<file path="src/flash_rst_cfg.svh">
`ifndef FLASH_RST_CFG_SVH
`define FLASH_RST_CFG_SVH

// System clock rate
`define CLK_MHZ 250

// Command opcodes
`define CMD_READ_PARAM_TABLE 8'h5A
`define CMD_SOFT_RESET_ARM 8'h66
`define CMD_SOFT_RESET 8'h99
`define CMD_WRITE_ENABLE 8'h06
`define CMD_WRITE_DISABLE 8'h04

// Read framing
`define ADDR_BYTES 3
`define DUMMY_BYTES 1

// Times as printed
`define RESET_PULSE_MIN_US 10
`define POWER_ON_RESET_RECOVERY_US 35
`define RECOV_DECODE_US 40
`define RECOV_READ_US 40
`define RECOV_PROGRAM_US 310
`define RECOV_SECTOR_ERASE_4K_MS 12
`define RECOV_BLOCK_ERASE_MS 25
`define RECOV_CHIP_ERASE_MS 1000
`define RECOV_STATUS_REG_WRITE_MS 40

// Derived cycle counts
`define RESET_PULSE_MIN_CYC (`RESET_PULSE_MIN_US * `CLK_MHZ)
`define POWER_ON_RESET_RECOVERY_CYC (`POWER_ON_RESET_RECOVERY_US * `CLK_MHZ)
`define RECOV_DECODE_CYC (`RECOV_DECODE_US * `CLK_MHZ)
`define RECOV_READ_CYC (`RECOV_READ_US * `CLK_MHZ)
`define RECOV_PROGRAM_CYC (`RECOV_PROGRAM_US * `CLK_MHZ)
`define RECOV_SECTOR_ERASE_4K_CYC (`RECOV_SECTOR_ERASE_4K_MS * 1000 * `CLK_MHZ)
`define RECOV_BLOCK_ERASE_CYC (`RECOV_BLOCK_ERASE_MS * 1000 * `CLK_MHZ)
`define RECOV_CHIP_ERASE_CYC (`RECOV_CHIP_ERASE_MS * 1000 * `CLK_MHZ)
`define RECOV_STATUS_REG_WRITE_CYC (`RECOV_STATUS_REG_WRITE_MS * 1000 * `CLK_MHZ)

`endif

</file>
<file path="src/flash_rst_pkg.sv">
package flash_rst_pkg;

  // Serial front-end states
  typedef enum logic [2:0] {
    ST_IDLE,
    ST_CMD,
    ST_ADDR,
    ST_DUMMY,
    ST_DATA,
    ST_IGNORE
  } spi_state_t;

  // Kind of core operation running when a reset hits
  typedef enum logic [2:0] {
    OP_NONE,
    OP_READ,
    OP_PROGRAM,
    OP_SECTOR_ERASE_4K,
    OP_BLOCK_ERASE,
    OP_CHIP_ERASE,
    OP_STATUS_REG_WRITE
  } op_kind_t;

endpackage

</file>
<file path="src/flash_rst_param_read.sv">
`timescale 1ns/1ps
`include "flash_rst_cfg.svh"

// What this block and its host must do
// Select, opcode 5Ah, three address bytes, one dummy byte, then table bytes out.
// Deselect during data-out stops output drive and ends the read.
// Reset pin low at least 10 us causes a full device reset.
// After reset: standby, volatile bits cleared, 3-byte addressing.
// Reset during program or erase aborts that operation.
// While reset pin is low, serial output floats and activity stops.
// Host waits 10 us after reset release before selecting.
// Reset from power-on state recovers in 35 us before commands.
// Reset during decode or read recovers 40 us; during program 310 us.
// Erase and status-write interrupted resets recover 12, 25, 1000, 40 ms.
// Power-up lands in standby, not deep power-down, write latch cleared.
// Supply below write-inhibit threshold holds logic reset, commands ignored.
// Host keeps device deselected through power ramps and settle delay; the testbench selects the device while supply_ok is low.
// Host issues commands only after supply settle delay; the testbench sends write enable while supply_ok is low.
// Soft reset needs arm then reset back to back; clears volatile state.
// Host blocks commands after any reset until recovery elapses.
// Table bytes leave MSB first on falling clock edges, address advancing.
module flash_rst_param_read
  import flash_rst_pkg::*;
#(
  parameter int unsigned TBL_DEPTH = 256,
  parameter int unsigned RST_PULSE_CYC = `RESET_PULSE_MIN_CYC,
  parameter int unsigned POR_RECOV_CYC = `POWER_ON_RESET_RECOVERY_CYC,
  parameter int unsigned DECODE_RECOV_CYC = `RECOV_DECODE_CYC,
  parameter int unsigned READ_RECOV_CYC = `RECOV_READ_CYC,
  parameter int unsigned PROG_RECOV_CYC = `RECOV_PROGRAM_CYC,
  parameter int unsigned SE4K_RECOV_CYC = `RECOV_SECTOR_ERASE_4K_CYC,
  parameter int unsigned BE_RECOV_CYC = `RECOV_BLOCK_ERASE_CYC,
  parameter int unsigned CE_RECOV_CYC = `RECOV_CHIP_ERASE_CYC,
  parameter int unsigned STATUS_REG_WRITE_RECOV_CYC = `RECOV_STATUS_REG_WRITE_CYC
) (
  // Clock and reset
  input wire logic I_CLK_SYS,
  input wire logic I_RST,
  // Serial pins
  input wire logic I_CS_N,
  input wire logic I_SCLK,
  input wire logic I_SI,
  input wire logic I_RESET_N,
  output logic O_SO,
  output logic O_SO_OE,
  // Supply monitor
  input wire logic I_SUPPLY_OK,
  // Core operation status
  input wire logic I_OP_BUSY,
  input wire logic [2:0] I_OP_KIND,
  input wire logic I_SRAM_LOCK_SET,
  input wire logic I_ADDR_4B_SET,
  // Parameter table load port
  input wire logic I_TBL_WE,
  input wire logic [7:0] I_TBL_ADDR,
  input wire logic [7:0] I_TBL_DATA,
  // Device state
  output logic O_READY,
  output logic O_WRITE_ENABLE_LATCH,
  output logic O_WRITE_IN_PROGRESS,
  output logic O_SRAM_LOCK,
  output logic O_ADDR_4B,
  output logic O_OP_ABORT,
  output logic O_SOFT_RESET_ARMED
);

  localparam int unsigned AW = $clog2(TBL_DEPTH);

  // Elaboration checks
  if (TBL_DEPTH < 2 || TBL_DEPTH > 256 || (1 << AW) != TBL_DEPTH)
  begin : g_chk_tbl
    $error("TBL_DEPTH must be a power of two up to 256");
  end
  if (RST_PULSE_CYC < 1 || POR_RECOV_CYC < 1 || DECODE_RECOV_CYC < 1)
  begin : g_chk_cnt
    $error("timing counts must be at least one cycle");
  end

  // Recovery time for the operation a reset cuts short
  function automatic logic [31:0] recov_for(input op_kind_t kind, input logic decoding);
    logic [31:0] c;
    c = 32'(DECODE_RECOV_CYC);
    case (kind)
      OP_READ: c = 32'(READ_RECOV_CYC);
      OP_PROGRAM: c = 32'(PROG_RECOV_CYC);
      OP_SECTOR_ERASE_4K: c = 32'(SE4K_RECOV_CYC);
      OP_BLOCK_ERASE: c = 32'(BE_RECOV_CYC);
      OP_CHIP_ERASE: c = 32'(CE_RECOV_CYC);
      OP_STATUS_REG_WRITE: c = 32'(STATUS_REG_WRITE_RECOV_CYC);
      default: c = decoding ? 32'(DECODE_RECOV_CYC) : 32'(DECODE_RECOV_CYC);
    endcase
    return c;
  endfunction

  logic [7:0] tbl_mem [TBL_DEPTH];
  logic sclk_q;
  spi_state_t state_q;
  logic [2:0] bit_q;
  logic [7:0] shift_q;
  logic [1:0] byte_q;
  logic [AW-1:0] addr_q;
  logic [2:0] out_bit_q;
  logic [31:0] pulse_q;
  logic pulse_ok_q;
  logic por_q;
  logic [31:0] recov_cnt_q;
  logic armed_q;
  logic soft_rst_q;
  logic recov_busy;

  // Pin decode; SCLK is sampled as an ordinary synchronous input
  logic sclk_rise;
  logic sclk_fall;
  logic byte_done;
  logic [7:0] byte_in;
  logic hold_rst;
  logic full_rst;
  assign sclk_rise = I_SCLK && !sclk_q;
  assign sclk_fall = !I_SCLK && sclk_q;
  assign byte_in = {shift_q[6:0], I_SI};
  assign byte_done = sclk_rise && (bit_q == 3'h7);
  assign hold_rst = !I_RESET_N || !I_SUPPLY_OK;
  assign full_rst = (!I_RESET_N && (pulse_q == 32'(RST_PULSE_CYC - 1))) || soft_rst_q;

  // Table storage, loaded by the surrounding system
  always_ff @(posedge I_CLK_SYS)
  begin
    if (I_TBL_WE)
    begin
      tbl_mem[I_TBL_ADDR[AW-1:0]] <= I_TBL_DATA;
    end
  end

  // Clock edge history
  always_ff @(posedge I_CLK_SYS or posedge I_RST)
  begin
    if (I_RST)
    begin
      sclk_q <= 1'b0;
    end
    else
    begin
      sclk_q <= I_SCLK;
    end
  end

  // Reset pulse width measurement; short glitches do not reset
  always_ff @(posedge I_CLK_SYS or posedge I_RST)
  begin
    if (I_RST)
    begin
      pulse_q <= '0;
      pulse_ok_q <= 1'b0;
    end
    else if (I_RESET_N)
    begin
      pulse_q <= '0;
      pulse_ok_q <= 1'b0;
    end
    else
    begin
      if (pulse_q != 32'(RST_PULSE_CYC))
      begin
        pulse_q <= pulse_q + 32'h1;
      end
      if (full_rst)
      begin
        pulse_ok_q <= 1'b1;
      end
    end
  end

  // Recovery length captured when the reset takes effect
  always_ff @(posedge I_CLK_SYS or posedge I_RST)
  begin
    if (I_RST)
    begin
      recov_cnt_q <= '0;
    end
    else if (full_rst)
    begin
      if (por_q)
      begin
        recov_cnt_q <= 32'(POR_RECOV_CYC);
      end
      else
      begin
        recov_cnt_q <= recov_for(op_kind_t'(I_OP_KIND), state_q != ST_IDLE);
      end
    end
  end

  // Power-on state lasts until the first command is taken
  always_ff @(posedge I_CLK_SYS or posedge I_RST)
  begin
    if (I_RST)
    begin
      por_q <= 1'b1;
    end
    else if (byte_done && state_q == ST_CMD && O_READY)
    begin
      por_q <= 1'b0;
    end
  end

  // Recovery wait starts on reset release or right after a soft reset
  recovery_timer #(
    .WIDTH(32)
  ) u_recovery (
    .i_clk(I_CLK_SYS),
    .i_rst(I_RST),
    .i_load((I_RESET_N && pulse_ok_q) || (soft_rst_q && I_RESET_N)),
    .i_count(soft_rst_q ? recov_for(op_kind_t'(I_OP_KIND), 1'b1) : recov_cnt_q),
    .o_busy(recov_busy)
  );

  // Ready only when powered, out of reset and recovered
  always_ff @(posedge I_CLK_SYS or posedge I_RST)
  begin
    if (I_RST)
    begin
      O_READY <= 1'b0;
    end
    else
    begin
      O_READY <= !hold_rst && !pulse_ok_q && !recov_busy && !soft_rst_q;
    end
  end

  // Serial command front end
  always_ff @(posedge I_CLK_SYS or posedge I_RST)
  begin
    if (I_RST)
    begin
      state_q <= ST_IDLE;
      bit_q <= '0;
      shift_q <= '0;
      byte_q <= '0;
    end
    else if (hold_rst || I_CS_N || soft_rst_q)
    begin
      state_q <= ST_IDLE;
      bit_q <= '0;
      byte_q <= '0;
    end
    else
    begin
      if (state_q == ST_IDLE)
      begin
        state_q <= O_READY ? ST_CMD : ST_IGNORE;
      end
      if (sclk_rise)
      begin
        shift_q <= byte_in;
        bit_q <= bit_q + 3'h1;
      end
      if (byte_done)
      begin
        case (state_q)
          ST_CMD:
            state_q <= (byte_in == `CMD_READ_PARAM_TABLE) ? ST_ADDR : ST_IGNORE;
          ST_ADDR:
          begin
            byte_q <= byte_q + 2'h1;
            if (byte_q == 2'(`ADDR_BYTES - 1))
            begin
              byte_q <= '0;
              state_q <= ST_DUMMY;
            end
          end
          ST_DUMMY:
          begin
            byte_q <= byte_q + 2'h1;
            if (byte_q == 2'(`DUMMY_BYTES - 1))
            begin
              state_q <= ST_DATA;
            end
          end
          default: state_q <= state_q;
        endcase
      end
    end
  end

  // Address capture and per-byte advance
  always_ff @(posedge I_CLK_SYS or posedge I_RST)
  begin
    if (I_RST)
    begin
      addr_q <= '0;
      out_bit_q <= 3'h7;
    end
    else if (state_q == ST_ADDR && byte_done)
    begin
      addr_q <= byte_in[AW-1:0]; // Low address bits pick the entry
      out_bit_q <= 3'h7;
    end
    else if (state_q == ST_DATA && sclk_fall && !I_CS_N)
    begin
      out_bit_q <= out_bit_q - 3'h1;
      if (out_bit_q == 3'h0)
      begin
        addr_q <= addr_q + 1'b1;
      end
    end
  end

  // Output drive: MSB first on falling edges, released on deselect or reset
  always_ff @(posedge I_CLK_SYS or posedge I_RST)
  begin
    if (I_RST)
    begin
      O_SO <= 1'b0;
      O_SO_OE <= 1'b0;
    end
    else if (hold_rst || I_CS_N || state_q != ST_DATA)
    begin
      O_SO_OE <= 1'b0;
    end
    else if (sclk_fall)
    begin
      O_SO <= tbl_mem[addr_q][out_bit_q];
      O_SO_OE <= 1'b1;
    end
  end

  // Soft reset arming; any other complete command byte disarms
  always_ff @(posedge I_CLK_SYS or posedge I_RST)
  begin
    if (I_RST)
    begin
      armed_q <= 1'b0;
      soft_rst_q <= 1'b0;
    end
    else
    begin
      soft_rst_q <= 1'b0;
      if (hold_rst)
      begin
        armed_q <= 1'b0;
      end
      else if (byte_done && state_q == ST_CMD)
      begin
        armed_q <= (byte_in == `CMD_SOFT_RESET_ARM);
        soft_rst_q <= armed_q && (byte_in == `CMD_SOFT_RESET);
      end
    end
  end

  // Volatile bits return to power-on values on any full reset
  always_ff @(posedge I_CLK_SYS or posedge I_RST)
  begin
    if (I_RST)
    begin
      O_WRITE_ENABLE_LATCH <= 1'b0;
      O_WRITE_IN_PROGRESS <= 1'b0;
      O_SRAM_LOCK <= 1'b0;
      O_ADDR_4B <= 1'b0;
      O_SOFT_RESET_ARMED <= 1'b0;
    end
    // Short pin glitches keep the bits; a qualified pulse clears them until release
    else if (full_rst || pulse_ok_q || !I_SUPPLY_OK)
    begin
      O_WRITE_ENABLE_LATCH <= 1'b0;
      O_WRITE_IN_PROGRESS <= 1'b0;
      O_SRAM_LOCK <= 1'b0;
      O_ADDR_4B <= 1'b0;
      O_SOFT_RESET_ARMED <= 1'b0;
    end
    else
    begin
      O_WRITE_IN_PROGRESS <= I_OP_BUSY;
      O_SOFT_RESET_ARMED <= armed_q;
      // Set wins over the reset-free idle case
      if (I_SRAM_LOCK_SET)
      begin
        O_SRAM_LOCK <= 1'b1;
      end
      if (I_ADDR_4B_SET)
      begin
        O_ADDR_4B <= 1'b1;
      end
      if (byte_done && state_q == ST_CMD && byte_in == `CMD_WRITE_ENABLE)
      begin
        O_WRITE_ENABLE_LATCH <= 1'b1;
      end
      else if (byte_done && state_q == ST_CMD && byte_in == `CMD_WRITE_DISABLE)
      begin
        O_WRITE_ENABLE_LATCH <= 1'b0;
      end
    end
  end

  // Abort pulse to the core when a reset lands on a running operation
  always_ff @(posedge I_CLK_SYS or posedge I_RST)
  begin
    if (I_RST)
    begin
      O_OP_ABORT <= 1'b0;
    end
    else
    begin
      O_OP_ABORT <= full_rst && I_OP_BUSY;
    end
  end

endmodule // flash_rst_param_read

</file>
<file path="src/recovery_timer.sv">
`timescale 1ns/1ps

// Down-counter that blocks command intake after a reset
module recovery_timer #(
  parameter int unsigned WIDTH = 32
) (
  // Clock and reset
  input wire logic i_clk,
  input wire logic i_rst,
  // Load request
  input wire logic i_load,
  input wire logic [WIDTH-1:0] i_count,
  // Status
  output logic o_busy
);

  logic [WIDTH-1:0] cnt_q;

  // Elaboration check
  if (WIDTH < 2)
  begin : g_chk
    $error("recovery_timer WIDTH too small");
  end

  // Reload wins over counting so a second reset restarts the wait
  always_ff @(posedge i_clk or posedge i_rst)
  begin
    if (i_rst)
    begin
      cnt_q <= '0;
    end
    else if (i_load)
    begin
      cnt_q <= i_count;
    end
    else if (cnt_q != '0)
    begin
      cnt_q <= cnt_q - 1'b1;
    end
  end

  // Busy while any cycles remain
  always_ff @(posedge i_clk or posedge i_rst)
  begin
    if (i_rst)
    begin
      o_busy <= 1'b0;
    end
    else
    begin
      o_busy <= i_load || (cnt_q > {{(WIDTH-1){1'b0}}, 1'b1});
    end
  end

endmodule // recovery_timer

</file>
<file path="config.mk">
export PLATFORM = sky130hd
export DESIGN_NAME = flash_rst_param_read
export DESIGN_NICKNAME = d
export VERILOG_FILES = /design/src/flash_rst_pkg.sv /design/src/flash_rst_param_read.sv /design/src/recovery_timer.sv
export VERILOG_INCLUDE_DIRS = /design/src
export SDC_FILE = /design/constraint.sdc
export NUM_CORES = 2
export LEC_CHECK = 0
export BUFFER_PORTS_ARGS = -buffer_cell sky130_fd_sc_hd__buf_2
export CORE_ASPECT_RATIO = 2
export CORE_MARGIN = 1.5
export CORE_UTILIZATION = 30
export CTS_CLUSTER_DIAMETER = 30
export DETAILED_ROUTE_END_ITERATION = 12
export HOLD_SLACK_MARGIN = 0.08
export PLACE_DENSITY_LB_ADDON = 0.3
export SYNTH_ARGS = -nofsm -noshare
export SYNTH_HDL_FRONTEND = slang
export SYNTH_SLANG_ARGS = --single-unit
</file>
<file path="constraint.sdc">
create_clock -name I_CLK_SYS -period 6.6 [get_ports I_CLK_SYS]
set_input_delay 1.32 -clock I_CLK_SYS [delete_from_list [all_inputs] [get_ports I_CLK_SYS]]
set_output_delay 1.32 -clock I_CLK_SYS [all_outputs]
set_load 0.005 [all_outputs]
</file>
==> impl_summary.md <==
CTS
The H-tree was split into 4 levels. In this run the deepest clock path goes through 4 buffers. The later pin in the worst-skew pair is clocked with a latency of 930 ps.

The CTS tree is yes. The number of clock sinks seen by CTS is 2174. The number of buffers inserted for hold repair after clock tree synthesis is 0.

Buffers inserted during clock tree synthesis total 243. The clock transition at the registers of the reported paths is 60 ps. The post-CTS resize count is 0.

The clock root buffer master is clkbuf_16. The number of setup buffers added after CTS is 0.

STA
The post-route fraction of the period consumed by the critical path is 80.3%. On the final layout, the worst clock skew is 99.4 ps. The number of failing hold endpoints at the final stage is 0. The worst-case setup margin in the final layout is 1300 ps.

The worst slew slack as a fraction of its limit is 3.77%. Setup repair after global routing left no endpoint under its margin. The final count of pins violating max slew is 0. The total negative slack for setup checks is 0 ps.

The count of endpoints failing setup in the final report is 0. Final hold analysis gives a worst-case slack of 413 ps. The time the worst path needs with I/O delays and setup is 5300 ps. The achievable clock frequency is 0.189 GHz. For the pin with the worst max-slew slack, the measured transition is 1430 ps.

Logic synthesis
The synthesized design contains 2174 register bits. The count of flip-flops with a built-in enable after synthesis is 2048. For this run, the leading register cell type out of synthesis is edfxtp_1. Synthesis handed over a netlist of 4540 instances.

Of all flip-flops after synthesis, the portion carrying an async set or reset was 5.80%. The distinct cell type count after synthesis is 82. The post-synthesis sequential area ratio is 74.8%. Dividing the synthesized area by the synthesized cell count gives 19.0 sq um. The total of warnings raised by yosys is 0. The combined area of all synthesized cells is 0.0864 sq mm. The number of nets handed over by synthesis was 4579.

Route
Detailed routing inserted a total of 45300 vias. The average via count per standard cell is 5.23. The first-pass iteration count of the detailed router is 5. After the first detailed-routing iteration, the DRC count stood at 4185.

The routed wire length is 271000 um. The remaining number of nets flagged by the antenna check after routing is 0. Dividing the detail-routed wire length by the instance count gives 31.3 um. The residual DRC count is 0.

Critical path
The critical path class is flop to flop. For the worst setup path, the data arrival time is 6090 ps. The worst setup path is launched from a flop.

The largest fanout on the critical path is 48. STA classifies the critical path endpoint as a flop. The worst endpoint required time is 7390 ps.

Floorplan
The effective utilization at floorplan is 30.2%. The floorplan step defined a die boundary enclosing 0.292 sq mm. In this run the count of I/O pins placed on the die edge is 39. The initialized floorplan defines 278 standard-cell rows.

The total area inside the core boundary comes to 0.287 sq mm. The height of the die is 762 um. The floorplan step set the die width to 383 um.

Hold path
The class of the worst hold path is flop to flop.

Placement
After detailed placement, the design holds a cell count of 8217. The routability-driven placement congestion ratio is 0.912. The standard cell area after detailed placement is 0.0911 sq mm. The placed wire-length estimate after detailed placement is 180000 um. The number of port buffers is 38. Before CTS, the worst setup slack after placement is 1560 ps.

Power and ir drop
VDD sags by at most 0.000255 V. The analysis attributes to cell leakage a power of 32.3 nW. For this design the ratio of total power to cell area is 336 mW/mm^2.

Run status
The flow ran to the end, and the final reports show no timing, DRC or antenna violations.

Job
The tool flagged a number of max-cap violations equal to 0.

Global route
Global routing used 18.3% of the available tracks across all layers. Entering global routing, the biggest net connects 174 pins. The first global-routing pass estimated 375000 um of wire. The number of global-route vias before repair is 47100. The number of antenna violations at the first check in global routing is 11. The aggregate global routing overflow is 0.

Finish
The top cell types in the final layout, fill and taps aside, are 2048 x edfxtp_1, 426 x mux4_2, 386 x nor2_1, 247 x clkbuf_16, 207 x mux2i_1. The most common cell after layout, fill and taps aside is edfxtp_1. The net count of the finished layout is 4721. The final standard cell count with taps included and fillers excluded is 8669. The synthesis-to-finish area growth is 15.1%. Summing all non-filler instances in the final layout gives an area of 0.0994 sq mm.

The fraction of layout cells with a size suffix above 1 is 21.8%. The filler cell count in the final layout is 26900.
[cells in the mapped netlist (26+ instances only)]
master	instances	area, sq um
o21ai_0	76	380
clkbuf_1	129	484
a22oi_1	87	653
nand3_1	62	310
dfrtp_1	122	3050
mux2i_1	207	2070
a21oi_1	115	576
edfxtp_1	2048	61500
nor3_1	45	225
buf_4	41	308
buf_2	47	235
nor2b_1	38	238
a221oi_1	41	359
mux2_2	26	293
buf_6	33	372
mux4_2	426	9590
nor2_1	389	1460
xnor2_1	37	324
nand2_1	143	537
[path summary, 6_finish.rpt]
| check | from | end | slack, ps | cells after the start |
|---|---|---|---|---|
| max | addr_q[0]$_DFFE_PP0P_ | O_SO$_DFFE_PP0P_ | 1300 | 10 |
| min | u_recovery.o_busy$_DFF_PP0_ | O_READY$_DFF_PP0_ | 410 | 1 |
| max reg2reg | addr_q[0]$_DFFE_PP0P_ | O_SO$_DFFE_PP0P_ | 1300 | 10 |
| min reg2reg | u_recovery.o_busy$_DFF_PP0_ | O_READY$_DFF_PP0_ | 410 | 1 |
| max in group asynchronous | I_RST | u_recovery.cnt_q[22]$_DFFE_PP0P_ | 4590 | 3 |
| min in group asynchronous | I_RST | pulse_q[11]$_DFFE_PP0P_ | 620 | 2 |
[sequential cells by signal (all words and copies together) (netlist names), 2 cells and up]
signal	flops
addr_q	8
bit_q	3
byte_q	2
out_bit_q	3
pulse_q	32
recov_cnt_q	21
shift_q	7
state_q	3
tbl_mem	2048
u_recovery.cnt_q	32
[critical path: stages (launching register included)]
cell and delay (ps):
dfrtp_4 1000, buf_12 340, buf_12 390, mux2i_1 620, nand2_1 260, a31oi_1 600, o311ai_1 340, a211oi_1 930
o22ai_1 240, a221oi_2 320, a211oi_1 80
[cells by family (layout without fill, tap and decap cells)]
group,Yosys count,after routing,synth area share [%]
adders and majority gates,9,9,0.130
buffers and inverters,302,643,2.00
and+or+nand+nor,811,811,4.26
other,0,8,0
DFF,2174,2174,74.8
muxes,668,668,14.1
xor gates and xnor gates,56,56,0.567
AOI/OAI and AO/OA,520,520,4.13
[power by group]
| part | switching, mW | internal [mW] | leakage [nW] |
|---|---|---|---|
| logic | 2.73 | 1.51 | 8.28 |
| clock network | 6.05 | 7.89 | 3.98 |
| registers | 0.108 | 15.1 | 20.0 |
[area by class of cell]
cell class | instances | area (sq um) | share of cell area [%]
Antenna cell | 8 | 20.0 | 0.0201
Tap cell | 3780 | 4730 | 4.76
Clock buffer | 273 | 6290 | 6.32
Timing Repair Buffer | 171 | 1530 | 1.54
Sequential cell | 2174 | 64700 | 65.0
Clock inverter | 171 | 1990 | 2.00
Inverter | 28 | 109 | 0.109
Multi-Input combinational cell | 2064 | 20100 | 20.2
[through the flow]
stage / utilization (%) / power (mW)
finish: 34.7 / 33.4
detailed placement: 31.8 / 19.8
CTS: 34.7 / 33.6
global placement: 31.8 / 19.8
floorplan: - / 17.9
global route: 34.7 / 34.2
[per-layer routing]
metal	global-route usage [%]	vias up	wire length [um]
met5	0	-	49
met4	14.6	8	25000
met3	2.67	654	14200
met2	33.7	1783	145000
met1	18.1	24100	86400
li1	-	18800	-
Power figures use the tool's default switching activity.
